`src/srw_defs.svh`:
```
// constants of the supply supervisor reset block: offsets, fields, timing
// assumes a 40 MHz timebase clock; included by bare name
`ifndef SRW_DEFS_SVH
`define SRW_DEFS_SVH

// ********************
// timebase
// ********************
`define SRW_CLK_HZ          40000000
`define SRW_CLK_PER_US      (`SRW_CLK_HZ / 1000000)
`define SRW_CLK_PER_MS      (`SRW_CLK_HZ / 1000)

// ********************
// timing
// ********************
// least spike width passed by the manual reset filter, rounded up
`define SRW_T_FILT_NS       100
`define SRW_FILT_CYCLES     ((`SRW_T_FILT_NS * `SRW_CLK_PER_US + 999) / 1000)
`define SRW_T_REL_MS        200
`define SRW_REL_CYCLES      (`SRW_T_REL_MS * `SRW_CLK_PER_MS)
`define SRW_T_WD_MS         1600
`define SRW_WD_CYCLES       (`SRW_T_WD_MS * `SRW_CLK_PER_MS)

// ********************
// register map
// ********************
`define SRW_ADDR_W          4
`define SRW_REG_STATUS      4'h0
`define SRW_REG_MASK        4'h4
`define SRW_REG_STATE       4'h8
`define SRW_REG_CTRL        4'hC

// status and mask bits
`define SRW_EV_W            3
`define SRW_EV_MR           0
`define SRW_EV_WD           1
`define SRW_EV_UV           2

// state register bits
`define SRW_ST_RESET        0
`define SRW_ST_ARMED        1
`define SRW_ST_MR_LVL       2
`define SRW_ST_UV_LVL       3
`define SRW_ST_KICK_LVL     4

// control: watchdog period select, reset value picks the standard period
`define SRW_SEL_W           2
`define SRW_CTRL_SEL_RST    2'h2
`define SRW_SEL_SHORTEST    2'h0
`define SRW_SEL_SHORT       2'h1
`define SRW_SEL_STANDARD    2'h2
`define SRW_SEL_LONG        2'h3

`endif

```
`src/srw_pkg.sv`:
```
// types shared by the supply supervisor reset block
// assumes nothing beyond a SystemVerilog compiler
package srw_pkg;

    typedef enum logic [2:0] {
        RS_ACTIVE = 3'b001,
        RS_HOLD   = 3'b010,
        RS_RUN    = 3'b100
    } srw_rst_state_t;

    typedef enum logic [1:0] {
        WD_IDLE  = 2'b01,
        WD_ARMED = 2'b10
    } srw_wd_state_t;

endpackage

```
`src/srw_sync_filter.sv`:
```
// two-flop synchroniser followed by a consecutive-sample glitch filter
// assumes pin_in is asynchronous to clk
`timescale 1ns/1ps

module srw_sync_filter #(
    parameter int unsigned FILT    = 1,
    parameter logic        RST_VAL = 1'b1
) (
    // clock and reset
    input  wire logic clk,
    input  wire logic sys_rst,
    // pin side
    input  wire logic pin_in,
    // filtered level
    output logic      level_q
);
    import srw_pkg::*;

    logic        s1_q;
    logic        s2_q;
    logic [15:0] cnt_q;
    logic [15:0] cnt_d;
    logic        level_d;

    if (FILT < 1 || FILT > 65535) begin : g_bad_filt
        $error("srw_sync_filter: FILT out of range");
    end

    // the level follows only after FILT equal samples that differ from it
    always_comb begin
        cnt_d   = 16'h0000;
        level_d = level_q;
        if (s2_q != level_q) begin
            if (cnt_q == 16'(FILT - 1)) begin
                level_d = s2_q;
            end else begin
                cnt_d = cnt_q + 16'h0001;
            end
        end
    end

    always_ff @(posedge clk or posedge sys_rst) begin
        if (sys_rst) begin
            s1_q    <= RST_VAL;
            s2_q    <= RST_VAL;
            cnt_q   <= 16'h0000;
            level_q <= RST_VAL;
        end else begin
            s1_q    <= pin_in;
            s2_q    <= s1_q;
            cnt_q   <= cnt_d;
            level_q <= level_d;
        end
    end
endmodule

```
`src/srw_top.sv`:
```
// reset generator of a supply supervisor with manual reset and watchdog
// assumes one free-running 40 MHz clock and sys_rst as power-on reset;
// pins manual_reset_n, watchdog_kick_in and supply_low are asynchronous
`timescale 1ns/1ps
`include "srw_defs.svh"

// Function
// - manual reset low forces reset outputs active
// - short noise on manual reset is ignored
// - first falling kick edge arms the watchdog
// - either edge kicks and restarts the count
// - missed kick in period forces reset
// - reset active while any source asserted
// - hold reset for release delay after sources
// - rising supply waits threshold plus hysteresis, delay
// - supply below trip forces reset at once
// - supply below trip drives reset active
// - complementary outputs, active-high always push-pull
// - pull-up disconnected while low output drives
// - watchdog disarmed after any reset event
// - manual reset spikes under 100 ns filtered
// - release delay 200 ms, selectable by parameter
module srw_top #(
    parameter int unsigned REL_CYCLES  = `SRW_REL_CYCLES,
    parameter int unsigned WD_CYCLES   = `SRW_WD_CYCLES,
    parameter int unsigned FILT_CYCLES = `SRW_FILT_CYCLES
) (
    // clock and reset
    input  wire logic                   clk,
    input  wire logic                   sys_rst,
    // reset sources
    input  wire logic                   manual_reset_n,
    input  wire logic                   watchdog_kick_in,
    input  wire logic                   supply_low,
    // register port
    input  wire logic [`SRW_ADDR_W-1:0] reg_addr,
    input  wire logic [31:0]            reg_wdata,
    input  wire logic                   reg_wr,
    input  wire logic                   reg_rd,
    output logic      [31:0]            reg_rdata,
    output logic                        irq,
    // reset outputs
    output logic                        reset_out,
    output logic                        reset_out_n,
    output logic                        reset_od_out,
    output logic                        reset_od_oe_n,
    output logic                        reset_pullup_en,
    output logic                        kick_pullup_en
);
    import srw_pkg::*;

    // ********************
    // parameter checks
    // ********************
    if (REL_CYCLES < 1) begin : g_bad_rel
        $error("srw_top: REL_CYCLES must be at least 1");
    end
    if (WD_CYCLES < 256 || WD_CYCLES >= 32'h1000_0000) begin : g_bad_wd
        $error("srw_top: WD_CYCLES out of range");
    end

    // ********************
    // input synchronisers
    // ********************
    localparam int NSRC = 3;
    logic [NSRC-1:0] pins;
    logic [NSRC-1:0] lvl;
    logic            mr_lvl;
    logic            kick_lvl;
    logic            uv_lvl;

    assign pins     = {supply_low, watchdog_kick_in, manual_reset_n};
    assign mr_lvl   = lvl[0];
    assign kick_lvl = lvl[1];
    assign uv_lvl   = lvl[2];

    // only the manual reset pin is glitch filtered; the supply flag must
    // act with no more delay than the synchroniser adds
    for (genvar i = 0; i < NSRC; i++) begin : g_sync
        srw_sync_filter #(
            .FILT    ((i == 0) ? FILT_CYCLES : 1),
            .RST_VAL (1'b1)
        ) u_sync (
            .clk     (clk),
            .sys_rst (sys_rst),
            .pin_in  (pins[i]),
            .level_q (lvl[i])
        );
    end

    // ********************
    // watchdog
    // ********************
    srw_wd_state_t          wd_state;
    logic                   wd_timeout;
    logic                   wd_armed;
    logic [31:0]            wd_period;
    logic [`SRW_SEL_W-1:0]  sel_q;
    logic [`SRW_SEL_W-1:0]  sel_d;
    logic                   rst_q;

    // period options step by sixteen around the standard period
    always_comb begin
        unique case (sel_q)
            `SRW_SEL_SHORTEST: wd_period = WD_CYCLES >> 8;
            `SRW_SEL_SHORT:    wd_period = WD_CYCLES >> 4;
            `SRW_SEL_STANDARD: wd_period = WD_CYCLES;
            `SRW_SEL_LONG:     wd_period = WD_CYCLES << 4;
        endcase
    end

    srw_watchdog u_wd (
        .clk      (clk),
        .sys_rst  (sys_rst),
        .kick_lvl (kick_lvl),
        .disarm   (rst_q),
        .period   (wd_period),
        .wd_state (wd_state),
        .timeout  (wd_timeout)
    );
    assign wd_armed = (wd_state == WD_ARMED);

    // ********************
    // reset sequencer
    // ********************
    srw_rst_state_t state_q;
    srw_rst_state_t state_d;
    logic [31:0]    hold_q;
    logic [31:0]    hold_d;
    logic           por_q;
    logic           src;
    logic           rst_d;

    assign src = ~mr_lvl | uv_lvl | por_q | wd_timeout;

    always_comb begin
        state_d = state_q;
        hold_d  = 32'h0000_0000;
        unique case (state_q)
            RS_ACTIVE: begin
                if (!src) begin
                    state_d = RS_HOLD;
                end
            end
            RS_HOLD: begin
                if (src) begin
                    state_d = RS_ACTIVE;
                end else if (hold_q == REL_CYCLES - 1) begin
                    state_d = RS_RUN;
                end else begin
                    hold_d = hold_q + 32'h0000_0001;
                end
            end
            RS_RUN: begin
                if (src) begin
                    state_d = RS_ACTIVE;
                end
            end
            default: begin
                state_d = RS_ACTIVE;
            end
        endcase
    end

    assign rst_d = (state_d != RS_RUN);

    always_ff @(posedge clk or posedge sys_rst) begin
        if (sys_rst) begin
            state_q         <= RS_ACTIVE;
            hold_q          <= 32'h0000_0000;
            por_q           <= 1'b1;
            rst_q           <= 1'b1;
            reset_out_n     <= 1'b0;
            reset_od_out    <= 1'b0;
            reset_od_oe_n   <= 1'b0;
            reset_pullup_en <= 1'b0;
            kick_pullup_en  <= 1'b1;
        end else begin
            state_q         <= state_d;
            hold_q          <= hold_d;
            por_q           <= 1'b0;
            rst_q           <= rst_d;
            reset_out_n     <= ~rst_d;
            reset_od_out    <= 1'b0;
            reset_od_oe_n   <= ~rst_d;
            reset_pullup_en <= ~rst_d;
            kick_pullup_en  <= ~wd_armed;
        end
    end
    assign reset_out = rst_q;

    // ********************
    // registers and interrupt
    // ********************
    logic [`SRW_EV_W-1:0] status_q;
    logic [`SRW_EV_W-1:0] status_d;
    logic [`SRW_EV_W-1:0] mask_q;
    logic [`SRW_EV_W-1:0] mask_d;
    logic [`SRW_EV_W-1:0] events;
    logic [`SRW_EV_W-1:0] w1c;
    logic [31:0]          rdata_d;
    logic                 irq_d;
    logic                 mr_prev_q;
    logic                 uv_prev_q;

    always_comb begin
        events                = '0;
        events[`SRW_EV_MR]    = mr_prev_q & ~mr_lvl;
        events[`SRW_EV_WD]    = wd_timeout;
        events[`SRW_EV_UV]    = uv_lvl & ~uv_prev_q;
        w1c      = '0;
        mask_d   = mask_q;
        sel_d    = sel_q;
        if (reg_wr && reg_addr == `SRW_REG_STATUS) begin
            w1c = reg_wdata[`SRW_EV_W-1:0];
        end
        if (reg_wr && reg_addr == `SRW_REG_MASK) begin
            mask_d = reg_wdata[`SRW_EV_W-1:0];
        end
        if (reg_wr && reg_addr == `SRW_REG_CTRL) begin
            sel_d = reg_wdata[`SRW_SEL_W-1:0];
        end
        // an event in the clearing cycle survives the clear
        status_d = (status_q & ~w1c) | events;
        irq_d    = |(status_d & mask_d);
        rdata_d  = 32'h0000_0000;
        if (reg_rd) begin
            unique case (reg_addr)
                `SRW_REG_STATUS: rdata_d[`SRW_EV_W-1:0] = status_q;
                `SRW_REG_MASK:   rdata_d[`SRW_EV_W-1:0] = mask_q;
                `SRW_REG_STATE: begin
                    rdata_d[`SRW_ST_RESET]    = rst_q;
                    rdata_d[`SRW_ST_ARMED]    = wd_armed;
                    rdata_d[`SRW_ST_MR_LVL]   = mr_lvl;
                    rdata_d[`SRW_ST_UV_LVL]   = uv_lvl;
                    rdata_d[`SRW_ST_KICK_LVL] = kick_lvl;
                end
                `SRW_REG_CTRL:   rdata_d[`SRW_SEL_W-1:0] = sel_q;
                default:         rdata_d = 32'h0000_0000;
            endcase
        end
    end

    always_ff @(posedge clk or posedge sys_rst) begin
        if (sys_rst) begin
            status_q  <= '0;
            mask_q    <= '0;
            sel_q     <= `SRW_CTRL_SEL_RST;
            reg_rdata <= 32'h0000_0000;
            irq       <= 1'b0;
            mr_prev_q <= 1'b1;
            uv_prev_q <= 1'b1;
        end else begin
            status_q  <= status_d;
            mask_q    <= mask_d;
            sel_q     <= sel_d;
            reg_rdata <= rdata_d;
            irq       <= irq_d;
            mr_prev_q <= mr_lvl;
            uv_prev_q <= uv_lvl;
        end
    end
endmodule

```
`src/srw_watchdog.sv`:
```
// watchdog: armed by a falling kick edge, restarted by any edge
// assumes kick_lvl is already synchronised to clk
`timescale 1ns/1ps

module srw_watchdog (
    // clock and reset
    input  wire logic            clk,
    input  wire logic            sys_rst,
    // control
    input  wire logic            kick_lvl,
    input  wire logic            disarm,
    input  wire logic [31:0]     period,
    // status
    output srw_pkg::srw_wd_state_t wd_state,
    output logic                 timeout
);
    import srw_pkg::*;

    srw_wd_state_t state_q;
    srw_wd_state_t state_d;
    logic [31:0]   cnt_q;
    logic [31:0]   cnt_d;
    logic          to_d;
    logic          prev_q;
    logic          fall;
    logic          kick_edge;

    assign fall      = prev_q & ~kick_lvl;
    assign kick_edge = prev_q ^ kick_lvl;
    assign wd_state  = state_q;

    always_comb begin
        state_d = state_q;
        cnt_d   = cnt_q;
        to_d    = 1'b0;
        unique case (state_q)
            WD_IDLE: begin
                cnt_d = 32'h0000_0000;
                if (!disarm && fall) begin
                    state_d = WD_ARMED;
                end
            end
            WD_ARMED: begin
                if (disarm) begin
                    state_d = WD_IDLE;
                end else if (kick_edge) begin
                    cnt_d = 32'h0000_0000;
                end else if (cnt_q >= period - 32'h0000_0001) begin
                    // the host kept no kick inside the period
                    to_d    = 1'b1;
                    state_d = WD_IDLE;
                end else begin
                    cnt_d = cnt_q + 32'h0000_0001;
                end
            end
            default: begin
                state_d = WD_IDLE;
            end
        endcase
    end

    always_ff @(posedge clk or posedge sys_rst) begin
        if (sys_rst) begin
            state_q <= WD_IDLE;
            cnt_q   <= 32'h0000_0000;
            timeout <= 1'b0;
            prev_q  <= 1'b1;
        end else begin
            state_q <= state_d;
            cnt_q   <= cnt_d;
            timeout <= to_d;
            prev_q  <= kick_lvl;
        end
    end
endmodule
```
`config.mk`:
```
export PLATFORM = sky130hd
export DESIGN_NAME = srw_top
export DESIGN_NICKNAME = d
export VERILOG_FILES = /design/src/srw_pkg.sv /design/src/srw_sync_filter.sv /design/src/srw_top.sv /design/src/srw_watchdog.sv
export VERILOG_INCLUDE_DIRS = /design/src
export SDC_FILE = /design/constraint.sdc
export NUM_CORES = 1
export LEC_CHECK = 0
export BUFFER_PORTS_ARGS = -buffer_cell sky130_fd_sc_hd__buf_2
export CORE_ASPECT_RATIO = 1.25
export CORE_MARGIN = 3
export CORE_UTILIZATION = 65
export CTS_CLUSTER_SIZE = 20
export DETAILED_ROUTE_END_ITERATION = 7
export PLACE_DENSITY_LB_ADDON = 0.15
export SLEW_MARGIN = 10
export SYNTH_ARGS = -nofsm -noshare
export SYNTH_HDL_FRONTEND = slang
export SYNTH_HIERARCHICAL = 1
export SYNTH_SLANG_ARGS = --single-unit
```
`constraint.sdc`:
```
create_clock -name clk -period 11 [get_ports clk]
set_input_delay 0.55 -clock clk [delete_from_list [all_inputs] [get_ports clk]]
set_output_delay 0.55 -clock clk [all_outputs]
set_load 0.005 [all_outputs]
```
==> results.py, run 1 <==
metrics = {
    "global_route": {
        "grt_pass1_wl_mm": 32.28,
        "first_global_vias": 6961,
        "grt_max_degree": 56,
        "grt_use_total_pct": 25.18,
        "grt.overflow.total": 0,
        "antenna_found_initial": 0,
    },
    "timing": {
        "maxSlewHeadroom_pct": 21.62,
        "finalCritPeriodShare_pct": 55.24,
        "fin_skew_ps": 7.695,
        "worst_hold_slack_ps": 216.1,
        "rsz0062_at_grt": "false",
        "setup_viol": 0,
        "tightest_slew_ps": 1173,
        "tns_ps": 0,
        "period_minus_slack_ps": 6076,
        "finalHoldViolCount": 0,
        "max_freq_mhz": 164.6,
        "drv_slew": 0,
    },
    "clocking": {
        "cts_tree": "done",
        "clk_path_buf_depth": 2,
        "cts_buffers": 17,
        "cts_setup_buffers": 0,
        "cts_max_level": 4,
        "hold_buffers": 0,
        "clk_latency_ps": 430,
        "cts_resized": 0,
        "cts_root_buffer": "clkbuf_16",
        "clk_pin_slew_ps": 60,
        "clock-sinks": 148,
    },
    "yosys": {
        "ys_warn_count": 6,
        "synth_top_area_cell": "dfrtp_1",
        "ys_types": 74,
        "syn_inst": 955,
        "async_flop_share_pct": 100.0,
        "yosys-top-cells-count": "dfrtp_1, nor2_1, nand2_1, nand3_1, xnor2_1",
        "synth_area_leaders": "dfrtp_1, ha_1, dfstp_2",
        "ys_ff_latch": 148,
        "synth_seq_area_share_pct": 41.12,
        "synth_top_area_share_pct": 35.90,
        "synth_area_um2": 9061,
        "syn_area_per_cell_um2": 9.488,
        "ys.flop_type": "dfrtp_1",
        "synth-edff-count": 0,
        "synth_most_common_cell": "dfrtp_1",
    },
    "die": {
        "fp.dieArea_um2": 15400,
        "pin_count": 82,
        "core_um2": 13470,
        "dieWidth_um": 111.6,
        "initial_core_util_pct": 67.29,
        "rows": 47,
        "dieHeight_um": 138.0,
    },
    "setup_path": {
        "critPathLaunchType": "register",
        "ff2ff_setup_slack_ps": 4920,
        "worstPathRequired_ps": 11290,
        "endpoint_kind": "register",
        "crit_path_max_fanout": 31,
        "cp.arrival_ps": 6360,
        "worst-setup-path-type": "register to register",
    },
    "final_layout": {
        "post-route-util_pct": 72.80,
        "nets": 1088,
        "layout-drive-gt1-share_pct": 11.96,
        "num_antenna_cells": 0,
        "syn_to_final_growth_pct": 8.202,
        "seq_area_um2": 3726,
        "multi_input_area_um2": 5017,
        "nFillCells": 1024,
    },
    "route": {
        "drc_errors": 0,
        "firstDrtPassIters": 6,
        "via_per_inst": 6.022,
        "wl_per_cell_um": 15.79,
        "antenna_left": 0,
        "routed_wl_mm": 18.68,
        "initialDrtViolationCount": 575,
        "vias": 7124,
    },
    "power_and_ir_drop": {
        "clkPwrFrac_pct": 43.1,
        "p_int_uw": 969.7,
        "p_total_uw": 1323,
        "power_density_nw_per_um2": 134.9,
        "seqPwrFrac_pct": 44.3,
        "power.leakage_uw": 0.004129,
        "switchingPower_uw": 353.2,
        "swShare_pct": 26.70,
        "peakVddDrop_mv": 0.1036,
        "combPwrFrac_pct": 12.7,
    },
    "flow_run": {
        "maxCapViolations": 0,
    },
    "outcome": {
        "outcome": "complete, no violations",
    },
    "placed_design": {
        "gp_congestion": 0.8572,
        "port_buffers": 24,
        "dp_hpwl_mm": 12.83,
    },
    "worst_hold_path": {
        "hold_class": "primary input to register",
    },
}
[critical path: stages (launching register included)]
cell      delay [ps]
dfstp_2          580
inv_1             90
ha_1             430
or2_2            480
or3_4            370
or4_4            520
or4_4            450
nand2b_1         210
nor2_1           180
xnor2_1           90
ha_1             300
nand4_1          150
nor2_1            60
a221oi_1         230
o21ai_0          250
nor2_1           210
nand2_1          690
o41ai_1          620
[layout make-up]
class	count	share of cell area, %
Multi-Input combinational cell	772	51.17
Sequential cell	148	38.00
Clock buffer	20	4.556
Tap cell	171	2.182
Timing Repair Buffer	28	1.531
Clock inverter	12	1.327
Inverter	32	1.225
[power groups by stage]
stage | logic (uW) | clock network (uW) | registers, uW
floorplan | 148 | 0 | 587
CTS | 169 | 582 | 585
global placement | 162 | 0 | 593
global route | 191 | 603 | 588
finish | 168 | 570 | 585
detailed placement | 167 | 0 | 594
[stage by stage]
step / worst slack [ps] / area (um^2) / std cells
CTS: 4899 / 9804 / 1183
global route: 4539 / 9804 / 1183
floorplan: 6047 / 9286 / 1015
global placement: 5048 / 9228 / 1151
finish: 4924 / 9804 / 1183
detailed placement: 4932 / 9228 / 1151
[layout by cell type, fill, tap and decap left out, types with 6 or more instances in the layout]
cell       count
conb_1        61
and3_1        19
clkbuf_16     17
a21oi_1       30
dfstp_2       18
nor3_1        18
buf_2         24
inv_1         31
dfrtp_1      130
a31oi_1       15
or3_1          9
xor2_1        37
nor4_1        24
nand3_1       52
and4_1        13
a211oi_1       7
o41ai_1        6
or4_1         13
nand2b_1       7
o31ai_1       38
nor2_1       102
nand2_1       52
o21ai_0       47
ha_1          46
xnor2_1       49
nand4_1       33
[cells by family after synthesis]
group                    after synthesis  synth area share, %
adder cells (fa/ha/maj)               46                6.352
flip-flops                           148                41.12
multiplexers                           8                1.063
XOR/XNOR                              86                8.313
AND/OR/NAND/NOR                      402                25.14
buffers and inverters                 95                6.034
other                                  1              0.04139
AO/OA/AOI/OAI                        169                11.93
[worst paths after layout]
| path | from | endpoint | cells after the start |
|---|---|---|---|
| max in group asynchronous | sys_rst | hold_q[13]$_DFF_PP0_ | 3 |
| min in group asynchronous | sys_rst | g_sync[2].u_sync/cnt_q[13]$_DFF_PP0_ | 2 |
| worst max-delay path | sel_q[1]$_DFFE_PP1P_ | u_wd/cnt_q[11]$_DFFE_PP0P_ | 17 |
| worst max register to register | sel_q[1]$_DFFE_PP1P_ | u_wd/cnt_q[11]$_DFFE_PP0P_ | 17 |
| worst min register to register | g_sync[0].u_sync/s1_q$_DFF_PP1_ | g_sync[0].u_sync/s2_q$_DFF_PP1_ | 0 |
| worst min-delay path | manual_reset_n | g_sync[0].u_sync/s1_q$_DFF_PP1_ | 1 |
[routing by layer]
layer,vias up,global-route usage (%),wire length (um)
li1,3485,-,-
met1,3479,30.86,7946
met2,135,44.30,9809
met3,25,4.414,573
met4,0,9.609,350
met5,-,0,0
[state kept, by name, indices dropped and copies added (netlist names), 3 cells and up]
| register | flops |
|---|---|
| mask_q | 3 |
| reg_rdata | 5 |
| g_sync.u_sync/s2_q | 3 |
| status_q | 3 |
| hold_q | 32 |
| g_sync.u_sync/level_q | 3 |
| state_q | 3 |
| g_sync.u_sync/s1_q | 3 |
| g_sync.u_sync/cnt_q | 48 |
| u_wd/cnt_q | 32 |
No activity file was read; power rests on OpenSTA's default activity.
==> inputs of run 2 (changes only) <==
--- a/config.mk
+++ b/config.mk
@@ -9,7 +9,7 @@
 export BUFFER_PORTS_ARGS = -buffer_cell sky130_fd_sc_hd__buf_2
 export CORE_ASPECT_RATIO = 1.25
 export CORE_MARGIN = 3
-export CORE_UTILIZATION = 65
+export CORE_UTILIZATION = 61
 export CTS_CLUSTER_SIZE = 20
 export DETAILED_ROUTE_END_ITERATION = 7
 export PLACE_DENSITY_LB_ADDON = 0.15
==> constraint.sdc (replaced) <==
create_clock -name clk -period 6 [get_ports clk]
set_input_delay 0.3 -clock clk [delete_from_list [all_inputs] [get_ports clk]]
set_output_delay 0.3 -clock clk [all_outputs]
set_load 0.005 [all_outputs]
==> run 2 against run 1 <==
Effect of this change:
- clock-buffer cell count is 3 lower
- critical endpoint unchanged
- maximum frequency is 9.4% higher
- register-to-register slack worse by 4500 ps
- design area is 1.6% higher
- combinational power is 86% higher
- core utilization is 3.9 points lower
- routed wire length is 3.8% lower
- non-clock buffer count is 7 higher
- first-iteration DRC count is 15% lower
- largest power group is now the clock network
- setup slack worse by 4500 ps
==> results.py, run 2 (synthesis gave the netlist of run 1 again) <==
metrics = {
    "power_and_ir_drop": {
        "p_total_uw": 2530,
        "peakVddDrop_mv": 0.1636,
        "power.leakage_uw": 0.004203,
        "power_density_nw_per_um2": 253.9,
    },
    "setup_path": {
        "endpoint_kind": "register",
        "cp.arrival_ps": 5860,
        "crit_path_max_fanout": 23,
        "worstPathRequired_ps": 6300,
        "worst-setup-path-type": "register to register",
        "critPathLaunchType": "register",
    },
    "route": {
        "drc_errors": 0,
        "wl_per_cell_um": 15.01,
        "via_per_inst": 5.806,
        "vias": 6950,
        "routed_wl_mm": 17.97,
        "firstDrtPassIters": 5,
        "antenna_left": 0,
        "initialDrtViolationCount": 487,
    },
    "global_route": {
        "first_global_vias": 6718,
        "grt_max_degree": 56,
        "grt.overflow.total": 0,
        "grt_pass1_wl_mm": 30.72,
        "antenna_found_initial": 0,
        "grt_use_total_pct": 22.95,
    },
    "timing": {
        "fin_skew_ps": 6.810,
        "drv_slew": 0,
        "period_minus_slack_ps": 5552,
        "finalCritPeriodShare_pct": 92.54,
        "rsz0062_at_grt": "false",
        "tns_ps": 0,
        "tightest_slew_ps": 752.3,
        "finalHoldViolCount": 0,
        "worst_hold_slack_ps": 46.68,
        "setup_ws_ps": 447.8,
        "maxSlewHeadroom_pct": 49.84,
        "max_freq_mhz": 180.1,
        "setup_viol": 0,
    },
    "die": {
        "core_um2": 14470,
        "initial_core_util_pct": 62.63,
        "rows": 49,
        "fp.dieArea_um2": 16360,
        "pin_count": 82,
        "dieHeight_um": 142.3,
        "dieWidth_um": 115.0,
    },
    "placed_design": {
        "gp_congestion": 0.8403,
        "pre_cts_slack_ps": 481.1,
        "port_buffers": 24,
        "dp_hpwl_mm": 12.67,
    },
    "clocking": {
        "cts_resized": 0,
        "clk_path_buf_depth": 2,
        "clock-sinks": 148,
        "cts_buffers": 17,
        "clk_pin_slew_ps": 60,
        "clk_latency_ps": 420,
        "cts_tree": "done",
        "cts_max_level": 4,
        "cts_root_buffer": "clkbuf_16",
        "cts_setup_buffers": 0,
    },
    "final_layout": {
        "nFillCells": 1124,
        "reg.largest.list": "g_sync.u_sync/cnt_q (48), hold_q (32), u_wd/cnt_q (32)",
        "final_common_cell": "dfrtp_1",
        "max_flop_register": "g_sync.u_sync/cnt_q",
        "layout-drive-gt1-share_pct": 12.46,
        "largest_register_ff_count": 48,
        "syn_to_final_growth_pct": 9.956,
        "nets": 1095,
        "layout_common_cells": "dfrtp_1, nor2_1, conb_1",
        "num_antenna_cells": 0,
    },
    "flow_run": {
        "maxCapViolations": 0,
    },
    "outcome": {
        "outcome": "complete, no violations",
    },
    "worst_hold_path": {
        "hold_class": "primary input to asynchronous set/reset pin",
    },
}
-- run 2: layer usage --
| layer | part of all wire, % | up-vias | track usage, % |
|---|---|---|---|
| li1 | - | 3491 | - |
| met5 | 0 | - | 0 |
| met3 | 2.9 | 20 | 4.551 |
| met2 | 52 | 111 | 39.76 |
| met4 | 1.4 | 0 | 7.355 |
| met1 | 44 | 3328 | 28.75 |
-- run 2: power by group --
group          leakage [uW]  internal (uW)  switching (uW)
registers           0.00198           1040            29.5
logic               0.00191            119             193
clock network      0.000313            708             441
total               0.00420           1870             664
-- run 2: worst max-delay path, stage by stage (launching register included) --
cell and delay [ps]:
dfrtp_1 400, inv_1 110, ha_1 380, or2_2 430
or3_4 370, or4_4 520, or4_4 450, nand2b_1 210
nor3_2 170, xnor2_1 90, ha_1 330, nand4_1 150
nor2_1 80, a221oi_1 330, o21ai_0 290, nor2_1 210
nand2_1 310, buf_12 280, o41ai_1 310
-- run 2: area by class of cell --
cell class | instances | area, um^2 | area share, %
sequential | 148 | 3726 | 37.40
multi-input combinational | 772 | 5017 | 50.36
clock buffer | 17 | 425.4 | 4.270
timing repair buffer | 35 | 235.2 | 2.361
clock inverter | 15 | 216.5 | 2.173
tap | 178 | 222.7 | 2.235
inverter | 32 | 120.1 | 1.206
-- run 2: final timing paths --
kind,from,end,slack (ps),cells past startpoint
min in group clk,reg_wdata[1],sel_q[1]$_DFFE_PP1P_,170,3
max in group asynchronous,sys_rst,state_q[1]$_DFF_PP0_,5380,3
min,sys_rst,u_wd/cnt_q[22]$_DFFE_PP0P_,50,3
max,sel_q[0]$_DFFE_PP0P_,u_wd/cnt_q[11]$_DFFE_PP0P_,450,18
max reg2reg,sel_q[0]$_DFFE_PP0P_,u_wd/cnt_q[11]$_DFFE_PP0P_,450,18
min reg2reg,g_sync[2].u_sync/s1_q$_DFF_PP1_,g_sync[2].u_sync/s2_q$_DFF_PP1_,360,0
-- run 2: timing repair --
item / in CTS / in global routing
hold buffers: 3 / 0
endpoints found under the setup margin: 0 / 0
endpoints found under the hold margin: 3 / 0
-- run 2: through the flow --
step           std cells  utilization [%]  cell area [um^2]
2_1_floorplan       1015                -              9286
3_3_place_gp        1162            64.22              9291
3_5_place_dp        1162            64.22              9291
4_1_cts             1197            68.86              9963
5_1_grt             1197            68.86              9963
6_report            1197            68.86              9963
